<file path="src/ccms_defs.svh">
`ifndef CCMS_DEFS_SVH
`define CCMS_DEFS_SVH

// APB register byte addresses
`define CCMS_ADDR_LATCH 12'h000
`define CCMS_ADDR_CTRL 12'h004
`define CCMS_ADDR_RELOAD 12'h008
`define CCMS_ADDR_STAT 12'h00C

// Reset values
`define CCMS_LATCH_RST 8'hFF
`define CCMS_CTRL_RST 16'h0000

// Clock source select field position inside the latch
`define CCMS_SEL_HI 7
`define CCMS_SEL_LO 5

// Upper half of the reset control register
`define CCMS_CTRL_UP_HI 15
`define CCMS_CTRL_UP_LO 8

// Reload command bit in the reload register
`define CCMS_RELOAD_BIT 0

// One-hot register select positions
`define CCMS_HIT_LATCH 0
`define CCMS_HIT_CTRL 1
`define CCMS_HIT_RELOAD 2
`define CCMS_HIT_STAT 3

// Status word field positions
`define CCMS_ST_OSC 0
`define CCMS_ST_MODE_HI 2
`define CCMS_ST_MODE_LO 1
`define CCMS_ST_CAP 3
`define CCMS_ST_CPU 4
`define CCMS_ST_PLL 5
`define CCMS_ST_PER_HI 31
`define CCMS_ST_PER_LO 16

// Clock source select codes
`define CCMS_CODE_X4 3'h7
`define CCMS_CODE_X3 3'h6
`define CCMS_CODE_X2 3'h5
`define CCMS_CODE_X5 3'h4
`define CCMS_CODE_DIRECT 3'h3
`define CCMS_CODE_X1P5 3'h2
`define CCMS_CODE_PRE 3'h1
`define CCMS_CODE_X2P5 3'h0

// PLL factor as twice F (TCLs per oscillator period)
`define CCMS_TWICE_X4 4'h8
`define CCMS_TWICE_X3 4'h6
`define CCMS_TWICE_X2 4'h4
`define CCMS_TWICE_X5 4'hA
`define CCMS_TWICE_X1 4'h2
`define CCMS_TWICE_X1P5 4'h3
`define CCMS_TWICE_X2P5 4'h5

// Cycles to wait after reset release before sampling the strap pins
`define CCMS_CAP_WAIT 3'h4

// Transition weight in half-units of F
`define CCMS_TRANS_STEP 4'h2

`endif

</file>
<file path="src/ccms_pkg.sv">
package ccms_pkg;

   typedef enum logic [1:0] {
      CCMS_MODE_PLL,
      CCMS_MODE_PRE,
      CCMS_MODE_DIRECT
   } ccms_mode_type;

   typedef struct packed {
      ccms_mode_type mode;
      logic [3:0] twice_f;
   } ccms_cfg_type;

endpackage

</file>
<file path="src/ccms_sync.sv">
`timescale 1ns/10ps
module ccms_sync
   import ccms_pkg::*;
#(
   parameter int WIDTH = 1
) (
   input wire logic clk_sys,
   input wire logic rst_b,
   input wire logic [WIDTH-1:0] din,
   output logic [WIDTH-1:0] dout
);

   logic [WIDTH-1:0] s1_ff;
   logic [WIDTH-1:0] s2_ff;
   logic [WIDTH-1:0] s3_ff;
   logic [WIDTH-1:0] out_ff;

   always_ff @(posedge clk_sys or negedge rst_b) begin
      if (!rst_b) begin
         s1_ff <= '0;
         s2_ff <= '0;
         s3_ff <= '0;
      end else begin
         s1_ff <= din;
         s2_ff <= s1_ff;
         s3_ff <= s2_ff;
      end
   end

   // A bit moves only when the second and third stages agree
   genvar i;
   generate
      for (i = 0; i < WIDTH; i++) begin : g_bit
         always_ff @(posedge clk_sys or negedge rst_b) begin
            if (!rst_b) begin
               out_ff[i] <= 1'b0;
            end else if (s2_ff[i] == s3_ff[i]) begin
               out_ff[i] <= s3_ff[i];
            end
         end
      end
   endgenerate

   assign dout = out_ff;

endmodule // ccms_sync

</file>
<file path="src/ccms_top.sv">
// Register access over APB and the register addresses were left to the implementer.
`timescale 1ns/10ps
`include "ccms_defs.svh"

module ccms_top
   import ccms_pkg::*;
#(
   parameter int PW = 16,
   parameter logic [PW-1:0] PERIOD_INIT = 16'h0040
) (
   input wire logic clk_sys,
   input wire logic rst_b,
   input wire logic osc_in,
   input wire logic [7:0] port_zero_upper_byte,
   input wire logic [11:0] paddr,
   input wire logic psel,
   input wire logic penable,
   input wire logic pwrite,
   input wire logic [31:0] pwdata,
   output logic [31:0] prdata,
   output logic pready,
   output logic pslverr,
   output logic cpu_clk,
   output logic clock_half_period,
   output logic pll_en
);

   function automatic ccms_cfg_type decode_sel(input logic [2:0] code);
      ccms_cfg_type c;
      c.mode = CCMS_MODE_PLL;
      c.twice_f = `CCMS_TWICE_X4;
      case (code)
         `CCMS_CODE_X4: c.twice_f = `CCMS_TWICE_X4;
         `CCMS_CODE_X3: c.twice_f = `CCMS_TWICE_X3;
         `CCMS_CODE_X2: c.twice_f = `CCMS_TWICE_X2;
         `CCMS_CODE_X5: c.twice_f = `CCMS_TWICE_X5;
         `CCMS_CODE_X1P5: c.twice_f = `CCMS_TWICE_X1P5;
         `CCMS_CODE_X2P5: c.twice_f = `CCMS_TWICE_X2P5;
         `CCMS_CODE_DIRECT: begin
            c.mode = CCMS_MODE_DIRECT;
            c.twice_f = `CCMS_TWICE_X1;
         end
         `CCMS_CODE_PRE: begin
            c.mode = CCMS_MODE_PRE;
            c.twice_f = `CCMS_TWICE_X1;
         end
         default: c.twice_f = `CCMS_TWICE_X4;
      endcase
      return c;
   endfunction

   // One-hot register select, shared by the read mux and both write paths
   function automatic logic [3:0] reg_hit(input logic [11:0] addr);
      logic [3:0] h;
      h = 4'h0;
      if (addr == `CCMS_ADDR_LATCH) begin
         h[`CCMS_HIT_LATCH] = 1'b1;
      end else if (addr == `CCMS_ADDR_CTRL) begin
         h[`CCMS_HIT_CTRL] = 1'b1;
      end else if (addr == `CCMS_ADDR_RELOAD) begin
         h[`CCMS_HIT_RELOAD] = 1'b1;
      end else if (addr == `CCMS_ADDR_STAT) begin
         h[`CCMS_HIT_STAT] = 1'b1;
      end
      return h;
   endfunction

   localparam int PER_W = `CCMS_ST_PER_HI - `CCMS_ST_PER_LO + 1;

   logic [8:0] sync_out;
   logic osc_lvl;
   logic [7:0] pins_lvl;
   logic osc_prev_ff;
   logic osc_rise;
   logic osc_edge;
   logic [7:0] latch_ff;
   logic [15:0] ctrl_ff;
   logic [2:0] cap_cnt_ff;
   logic cap_done_ff;
   logic [31:0] prdata_ff;
   logic pslverr_ff;
   logic [31:0] nxt_prdata;
   logic nxt_pslverr;
   logic wr_en;
   logic reload_req;
   logic [3:0] hit;
   logic [31:0] stat_word;
   logic cap_fire;
   ccms_cfg_type cfg;
   logic [PW-1:0] meas_cnt_ff;
   logic [PW-1:0] meas_ff;
   logic [PW-1:0] per_used_ff;
   logic [PW-1:0] acc_ff;
   logic [PW-1:0] nxt_acc;
   logic [PW:0] acc_sum;
   logic dda_tick;
   logic [3:0] trans_ff;
   logic [4:0] trans_sum;
   logic resync;
   logic cpu_clk_ff;
   logic nxt_cpu_clk;
   logic tcl_ff;
   logic pll_en_ff;

   // The oscillator and strap pins come from outside this clock
   ccms_sync #(
      .WIDTH(9)
   ) u_sync (
      .clk_sys(clk_sys),
      .rst_b(rst_b),
      .din({osc_in, port_zero_upper_byte}),
      .dout(sync_out)
   );

   assign osc_lvl = sync_out[8];
   assign pins_lvl = sync_out[7:0];

   always_ff @(posedge clk_sys or negedge rst_b) begin
      if (!rst_b) begin
         osc_prev_ff <= 1'b0;
      end else begin
         osc_prev_ff <= osc_lvl;
      end
   end

   assign osc_rise = osc_lvl & ~osc_prev_ff;
   assign osc_edge = osc_lvl ^ osc_prev_ff;

   // APB slave, zero wait states; read data is staged in the setup cycle
   assign hit = reg_hit(paddr);
   assign wr_en = psel & penable & pwrite;
   assign reload_req = wr_en && hit[`CCMS_HIT_RELOAD] && pwdata[`CCMS_RELOAD_BIT];

   // Status fields placed by name so the layout is kept in one spot
   always_comb begin
      stat_word = '0;
      stat_word[`CCMS_ST_OSC] = osc_lvl;
      stat_word[`CCMS_ST_MODE_HI:`CCMS_ST_MODE_LO] = cfg.mode;
      stat_word[`CCMS_ST_CAP] = cap_done_ff;
      stat_word[`CCMS_ST_CPU] = cpu_clk_ff;
      stat_word[`CCMS_ST_PLL] = pll_en_ff;
      stat_word[`CCMS_ST_PER_HI:`CCMS_ST_PER_LO] = PER_W'(meas_ff);
   end

   always_comb begin
      nxt_prdata = '0;
      nxt_pslverr = 1'b0;
      if (hit[`CCMS_HIT_LATCH]) begin
         nxt_prdata = {24'h00_0000, latch_ff};
      end else if (hit[`CCMS_HIT_CTRL]) begin
         nxt_prdata = {16'h0000, ctrl_ff};
      end else if (hit[`CCMS_HIT_RELOAD]) begin
         nxt_prdata = '0;
      end else if (hit[`CCMS_HIT_STAT]) begin
         nxt_prdata = stat_word;
      end else begin
         nxt_pslverr = 1'b1;
      end
   end

   always_ff @(posedge clk_sys or negedge rst_b) begin
      if (!rst_b) begin
         prdata_ff <= '0;
      end else if (psel && !penable) begin
         prdata_ff <= pwrite ? 32'h0000_0000 : nxt_prdata;
      end
   end

   // Error flag stands with the read data until the next setup cycle
   always_ff @(posedge clk_sys or negedge rst_b) begin
      if (!rst_b) begin
         pslverr_ff <= 1'b0;
      end else if (psel && !penable) begin
         pslverr_ff <= nxt_pslverr;
      end
   end

   assign prdata = prdata_ff;
   assign pslverr = pslverr_ff;
   assign pready = 1'b1;

   always_ff @(posedge clk_sys or negedge rst_b) begin
      if (!rst_b) begin
         ctrl_ff <= `CCMS_CTRL_RST;
      end else if (wr_en && hit[`CCMS_HIT_CTRL]) begin
         ctrl_ff <= pwdata[15:0];
      end
   end

   // Strap capture waits until the synchroniser has filled after release
   assign cap_fire = !cap_done_ff && (cap_cnt_ff == `CCMS_CAP_WAIT);

   always_ff @(posedge clk_sys or negedge rst_b) begin
      if (!rst_b) begin
         cap_cnt_ff <= '0;
      end else if (!cap_done_ff) begin
         cap_cnt_ff <= cap_cnt_ff + 3'h1;
      end
   end

   always_ff @(posedge clk_sys or negedge rst_b) begin
      if (!rst_b) begin
         cap_done_ff <= 1'b0;
      end else if (cap_fire) begin
         cap_done_ff <= 1'b1;
      end
   end

   // Latch moves only on these two events; a reload in the capture cycle loses
   always_ff @(posedge clk_sys or negedge rst_b) begin
      if (!rst_b) begin
         latch_ff <= `CCMS_LATCH_RST;
      end else if (cap_fire) begin
         latch_ff <= pins_lvl;
      end else if (reload_req) begin
         latch_ff <= ctrl_ff[`CCMS_CTRL_UP_HI:`CCMS_CTRL_UP_LO];
      end
   end

   assign cfg = decode_sel(latch_ff[`CCMS_SEL_HI:`CCMS_SEL_LO]);

   // Oscillator period in system cycles, measured rise to rise
   always_ff @(posedge clk_sys or negedge rst_b) begin
      if (!rst_b) begin
         meas_cnt_ff <= '0;
      end else if (osc_rise) begin
         meas_cnt_ff <= {{(PW-1){1'b0}}, 1'b1};
      end else if (meas_cnt_ff != '1) begin
         meas_cnt_ff <= meas_cnt_ff + {{(PW-1){1'b0}}, 1'b1};
      end
   end

   // A stopped oscillator leaves the last good period in place
   always_ff @(posedge clk_sys or negedge rst_b) begin
      if (!rst_b) begin
         meas_ff <= PERIOD_INIT;
      end else if (osc_rise) begin
         meas_ff <= meas_cnt_ff;
      end
   end

   // Resync every F transitions, counted in half-units so 1.5 and 2.5 work
   assign trans_sum = {1'b0, trans_ff} + {1'b0, `CCMS_TRANS_STEP};
   assign resync = osc_edge && (trans_sum >= {1'b0, cfg.twice_f});

   always_ff @(posedge clk_sys or negedge rst_b) begin
      if (!rst_b) begin
         trans_ff <= '0;
      end else if (osc_edge) begin
         trans_ff <= resync ? 4'(trans_sum - {1'b0, cfg.twice_f}) : trans_sum[3:0];
      end
   end

   // One step per resync so an oscillator period change never makes the CPU clock frequency jump
   always_ff @(posedge clk_sys or negedge rst_b) begin
      if (!rst_b) begin
         per_used_ff <= PERIOD_INIT;
      end else if (resync) begin
         if (per_used_ff < meas_ff) begin
            per_used_ff <= per_used_ff + {{(PW-1){1'b0}}, 1'b1};
         end else if (per_used_ff > meas_ff) begin
            per_used_ff <= per_used_ff - {{(PW-1){1'b0}}, 1'b1};
         end
      end
   end

   // Rate accumulator: 2F edges per oscillator period, spread evenly
   assign acc_sum = {1'b0, acc_ff} + {{(PW-3){1'b0}}, cfg.twice_f};
   assign dda_tick = acc_sum >= {1'b0, per_used_ff};

   always_comb begin
      nxt_acc = acc_sum[PW-1:0];
      if (dda_tick) begin
         nxt_acc = PW'(acc_sum - {1'b0, per_used_ff});
      end
   end

   always_ff @(posedge clk_sys or negedge rst_b) begin
      if (!rst_b) begin
         acc_ff <= '0;
      end else if (cfg.mode != CCMS_MODE_PLL) begin
         acc_ff <= '0;
      end else begin
         acc_ff <= nxt_acc;
      end
   end

   always_comb begin
      nxt_cpu_clk = cpu_clk_ff;
      case (cfg.mode)
         CCMS_MODE_DIRECT: nxt_cpu_clk = osc_lvl;
         CCMS_MODE_PRE: begin
            if (osc_rise) begin
               nxt_cpu_clk = ~cpu_clk_ff;
            end
         end
         default: begin
            if (dda_tick) begin
               nxt_cpu_clk = ~cpu_clk_ff;
            end
         end
      endcase
   end

   always_ff @(posedge clk_sys or negedge rst_b) begin
      if (!rst_b) begin
         cpu_clk_ff <= 1'b0;
      end else begin
         cpu_clk_ff <= nxt_cpu_clk;
      end
   end

   // Each CPU clock edge is one timing unit, flagged in the same cycle as the edge
   always_ff @(posedge clk_sys or negedge rst_b) begin
      if (!rst_b) begin
         tcl_ff <= 1'b0;
      end else begin
         tcl_ff <= nxt_cpu_clk ^ cpu_clk_ff;
      end
   end

   // Follows the latch one cycle late; the analog loop itself is not modelled
   always_ff @(posedge clk_sys or negedge rst_b) begin
      if (!rst_b) begin
         pll_en_ff <= 1'b0;
      end else begin
         pll_en_ff <= (cfg.mode == CCMS_MODE_PLL);
      end
   end

   assign cpu_clk = cpu_clk_ff;
   assign clock_half_period = tcl_ff;
   assign pll_en = pll_en_ff;

endmodule // ccms_top

</file>
<file path="config.mk">
export PLATFORM = sky130hd
export DESIGN_NAME = ccms_top
export DESIGN_NICKNAME = d
export VERILOG_FILES = /design/src/ccms_pkg.sv /design/src/ccms_sync.sv /design/src/ccms_top.sv
export VERILOG_INCLUDE_DIRS = /design/src
export SDC_FILE = /design/constraint.sdc
export NUM_CORES = 1
export LEC_CHECK = 0
export ABC_AREA = 1
export BUFFER_PORTS_ARGS = -buffer_cell sky130_fd_sc_hd__buf_2
export CELL_PAD_IN_SITES_DETAIL_PLACEMENT = 1
export CELL_PAD_IN_SITES_GLOBAL_PLACEMENT = 1
export CORE_UTILIZATION = 45
export CTS_BUF_LIST = sky130_fd_sc_hd__clkbuf_8
export DETAILED_ROUTE_END_ITERATION = 12
export GPL_ROUTABILITY_DRIVEN = 0
export PLACE_DENSITY = 0.82
export SLEW_MARGIN = 20
export SYNTH_ARGS = -nofsm -noshare
export SYNTH_HDL_FRONTEND = slang
export SYNTH_SLANG_ARGS = --single-unit
</file>
<file path="constraint.sdc">
create_clock -name clk_sys -period 13.45 [get_ports clk_sys]
set_clock_uncertainty 0.15 [all_clocks]
set_input_delay 2.69 -clock clk_sys [delete_from_list [all_inputs] [get_ports clk_sys]]
set_output_delay 2.69 -clock clk_sys [all_outputs]
set_load 0.01 [all_outputs]
</file>
==> summary.txt <==
Synth
  • Compound-gate portion of the synthesized area: 14.8%
  • Mapped Cells: 1091
  • Number of distinct library cells after synthesis: 63
  • Ys Warns: 0
  • Post-synth top area cell: dfrtp_1
  • Synth Register Bits: 169
  • Post-synth EDFFs: 0
  • Mux contribution to synthesized area: 1.87%
  • Simple-gate share of the synthesized area: 18.2%
  • Top cell type's share of synthesized area: 41.3%
  • Largest family of logic cells by synthesized area: simple AND/OR/NAND/NOR gates
  • Mapped Area: 9650 sq um
  • FFs w/ async S/R, synth: 100%
  • Area contributors post-synth: dfrtp_1, ha_1, nand2_1
  • Mean Syn Cell Area: 8.84 sq um
  • Post-synthesis adder-cell area fraction: 9.81%
  • Sequential area share after synthesis: 44.0%
  • Post-Synth XOR/XNOR Area: 4.03%
  • Post-synthesis net count: 1215
  • Main synth FF type: dfrtp_1

Timing
  • Period minus WS final: 5.65 ns
  • Peak Freq: 177 MHz
  • Final hold vios: 0
  • Fin crit share: 42.0%
  • Count of final setup violators: 0
  • Slew margin rel.: 34.3%
  • Fin Setup TNS: 0 ns
  • Slew @ Worst Pin: 0.985 ns
  • RSZ-0062 raised after global routing: no
  • Fin. max-slew vios: 0

Critical path
  • Critical path's slowest cell: dfstp_2
  • Crit path max fanout: 32
  • Startpoint types: flip-flop
  • Worst path arrival time: 5.89 ns
  • Critical path class: reg -> reg
  • CP required: 13.69 ns
  • Critical path endpoint category: flip-flop
  • Max incr delay on CP: 0.57 ns
  • Worst path most repeated cell: nand2_1

Routing
  • WL/cell: 17.6 microns
  • Routed vias: 7778
  • DRT iter0 DRCs: 277
  • DRT antenna net count: 0
  • Detail-routed via count per cell: 5.36
  • DRT Pass-1 Iters: 4
  • DR DRC count: 0
  • Routed WL: 25500 microns

Clocking
  • Clk sinks: 169
  • Post-CTS setup buffers: 0
  • Post-CTS Resized: 0
  • Max Root-Sink Buffers: 2
  • CTS H-tree lvls: 4
  • CTS tree: done
  • Clk_lat worst skew: 0.47 ns
  • Clock Tree Root: clkbuf_8
  • Clk slew on worst S/H paths: 0.10 ns
  • Hold_buf cts: 0
  • TritonCTS Buffers: 17

Finish
  • Reg area: 4240 sq um
  • Commonest non-fill, non-tap cells in the layout: nand2_1, dfrtp_1, inv_1, o21ai_0, buf_2
  • Final #Nets: 1287
  • Fillers: 2495
  • Layout cell share with drive strength beyond 1: 17.3%
  • Area Overhead vs Synth: 10.5%
  • Multi-input logic area: 4700 sq um
  • Final instance area: 10700 sq um
  • Commonest non-fill, non-tap cell in the layout: nand2_1
  • Ant. Diodes: 0

Min path
  • Worst min path class: reg -> reg

Floorplan
  • Initial Util: 45.9%
  • Row count: 53
  • Die X: 148 microns
  • Die ar.: 22000 sq um
  • Core Area: 21000 sq um
  • Ports: 95
  • Chip Height: 148 microns

Power and ir drop
  • P_int: 1.38 mW
  • PnR Total Power: 2.70 mW
  • Net Sw Power: 1.32 mW
  • Power per Cell Area: 253 nW/um^2
  • Clock share of power: 14.4%
  • VDD IR max: 0.133 mV
  • Lkg Pwr: 5.25 nW
  • Comb power frac: 60.1%
  • Switching fraction of total power: 49.0%
  • Share of power burned in registers: 25.5%

Placement
  • PortBufs: 77
  • Detailed placer's ending HPWL: 19000 microns
  • Area after DPL: 10200 sq um

Global routing
  • Antenna violations before repair: 0
  • Largest net degree at the start of global routing: 99
  • GR Overflow Total: 0
  • Vias in the first global route: 8192
  • First-pass GRT wire length: 42600 microns
  • All-layer global routing usage: 24.8%

Flow run
  • Max_cap viols: 0

Outcome
  • Status: completed
==> routing by layer <==
layer  up-vias  share of wire (%)  track usage [%]
li1       3782                  -                -
met2       103                 49             42.7
met4         0                2.1             7.68
met1      3854                 46             32.0
met3        39                2.4             4.11
met5         -                  0                0
==> registers in the layout, indices dropped and copies added (netlist names), 3 cells and up <==
register / flops
prdata: 32
acc_ff: 16
ctrl_ff: 16
meas_cnt_ff: 16
meas_ff: 16
per_used_ff: 16
u_sync.dout: 9
u_sync.s1_ff: 9
u_sync.s2_ff: 9
u_sync.s3_ff: 9
latch_ff: 8
trans_ff: 4
cap_cnt_ff: 3
==> kinds of logic (layout without fill, tap and decap cells) <==
kind of cell             after synthesis  after routing
AND/OR/NAND/NOR                      380            380
XOR/XNOR                              41             41
other                                  1              1
flip-flops                           169            169
adder cells (fa/ha/maj)               75             75
AO/OA/AOI/OAI                        246            246
buffers and inverters                167            252
multiplexers                          12             12
==> area by class of cell <==
class                   count  share of cell area [%]
repair buffers             81                    3.95
multi-input cells         755                    44.1
well taps                 275                    3.23
inverters                 139                    4.93
clock inverters            14                    1.65
clock buffers              18                    2.32
flip-flops and latches    169                    39.8
==> cell usage after synthesis (5+ instances only) <==
library cell and n:
a21oi_1 58, a31oi_1 12, buf_2 6, buf_6 5
clkbuf_1 13, dfrtp_1 159, dfstp_2 10, ha_1 62
inv_1 131, inv_2 5, maj3_1 9, mux2_4 12
nand2_1 199, nand2_2 11, nand3_1 39, nand4_1 14
nor2_1 68, nor2_2 7, nor3_1 12, o211ai_1 7
o21ai_0 99, o21ai_1 19, o21ai_2 15, o31ai_1 20
xnor2_1 13, xor2_1 24
==> through the flow <==
stage | std cells | hold slack, ns | util, % | setup WS [ns]
finish | 1451 | 0.215 | 50.7 | 7.80
global route | 1451 | 0.217 | 50.7 | 7.30
CTS | 1451 | 0.214 | 50.7 | 7.76
detailed placement | 1419 | 0.188 | 48.7 | 7.80
global placement | 1419 | 0.185 | 48.7 | 8.03
floorplan | 1091 | 0.181 | - | 9.19
==> worst paths after layout <==
path | slack, ns | start | end | depth (start not counted)
max in group asynchronous | 9.45 | rst_b | u_sync.s2_ff[8]$_DFF_PN0_ | 2
setup reg to reg | 7.80 | latch_ff[6]$_DFFE_PN1P_ | clock_half_period$_DFF_PN0_ | 31
hold reg to reg | 0.21 | u_sync.s1_ff[4]$_DFF_PN0_ | u_sync.s2_ff[4]$_DFF_PN0_ | 0
min in group asynchronous | 2.19 | rst_b | acc_ff[13]$_DFF_PN0_ | 1
hold / removal | 0.21 | u_sync.s1_ff[4]$_DFF_PN0_ | u_sync.s2_ff[4]$_DFF_PN0_ | 0
setup / recovery | 7.80 | latch_ff[6]$_DFFE_PN1P_ | clock_half_period$_DFF_PN0_ | 31
==> critical path: cells and delay by family (launching register included) <==
| kind | cells | cell delay (ns) |
|---|---|---|
| DFF | 1 | 0.57 |
| AOI/OAI and AO/OA | 2 | 0.37 |
| xor gates and xnor gates | 1 | 0.21 |
| adders and majority gates | 3 | 0.89 |
| buffers and inverters | 4 | 0.60 |
| and+or+nand+nor | 21 | 2.78 |
==> power by group through the flow <==
stage	Clock [mW]	Combinational, mW	Sequential, mW
2_1_floorplan	0	1.30	0.667
3_5_place_dp	0	1.61	0.698
3_3_place_gp	0	1.55	0.694
5_1_grt	0.419	1.85	0.699
6_report	0.388	1.62	0.689
4_1_cts	0.398	1.63	0.689
Note: power is estimated with default switching activity, not from simulation.
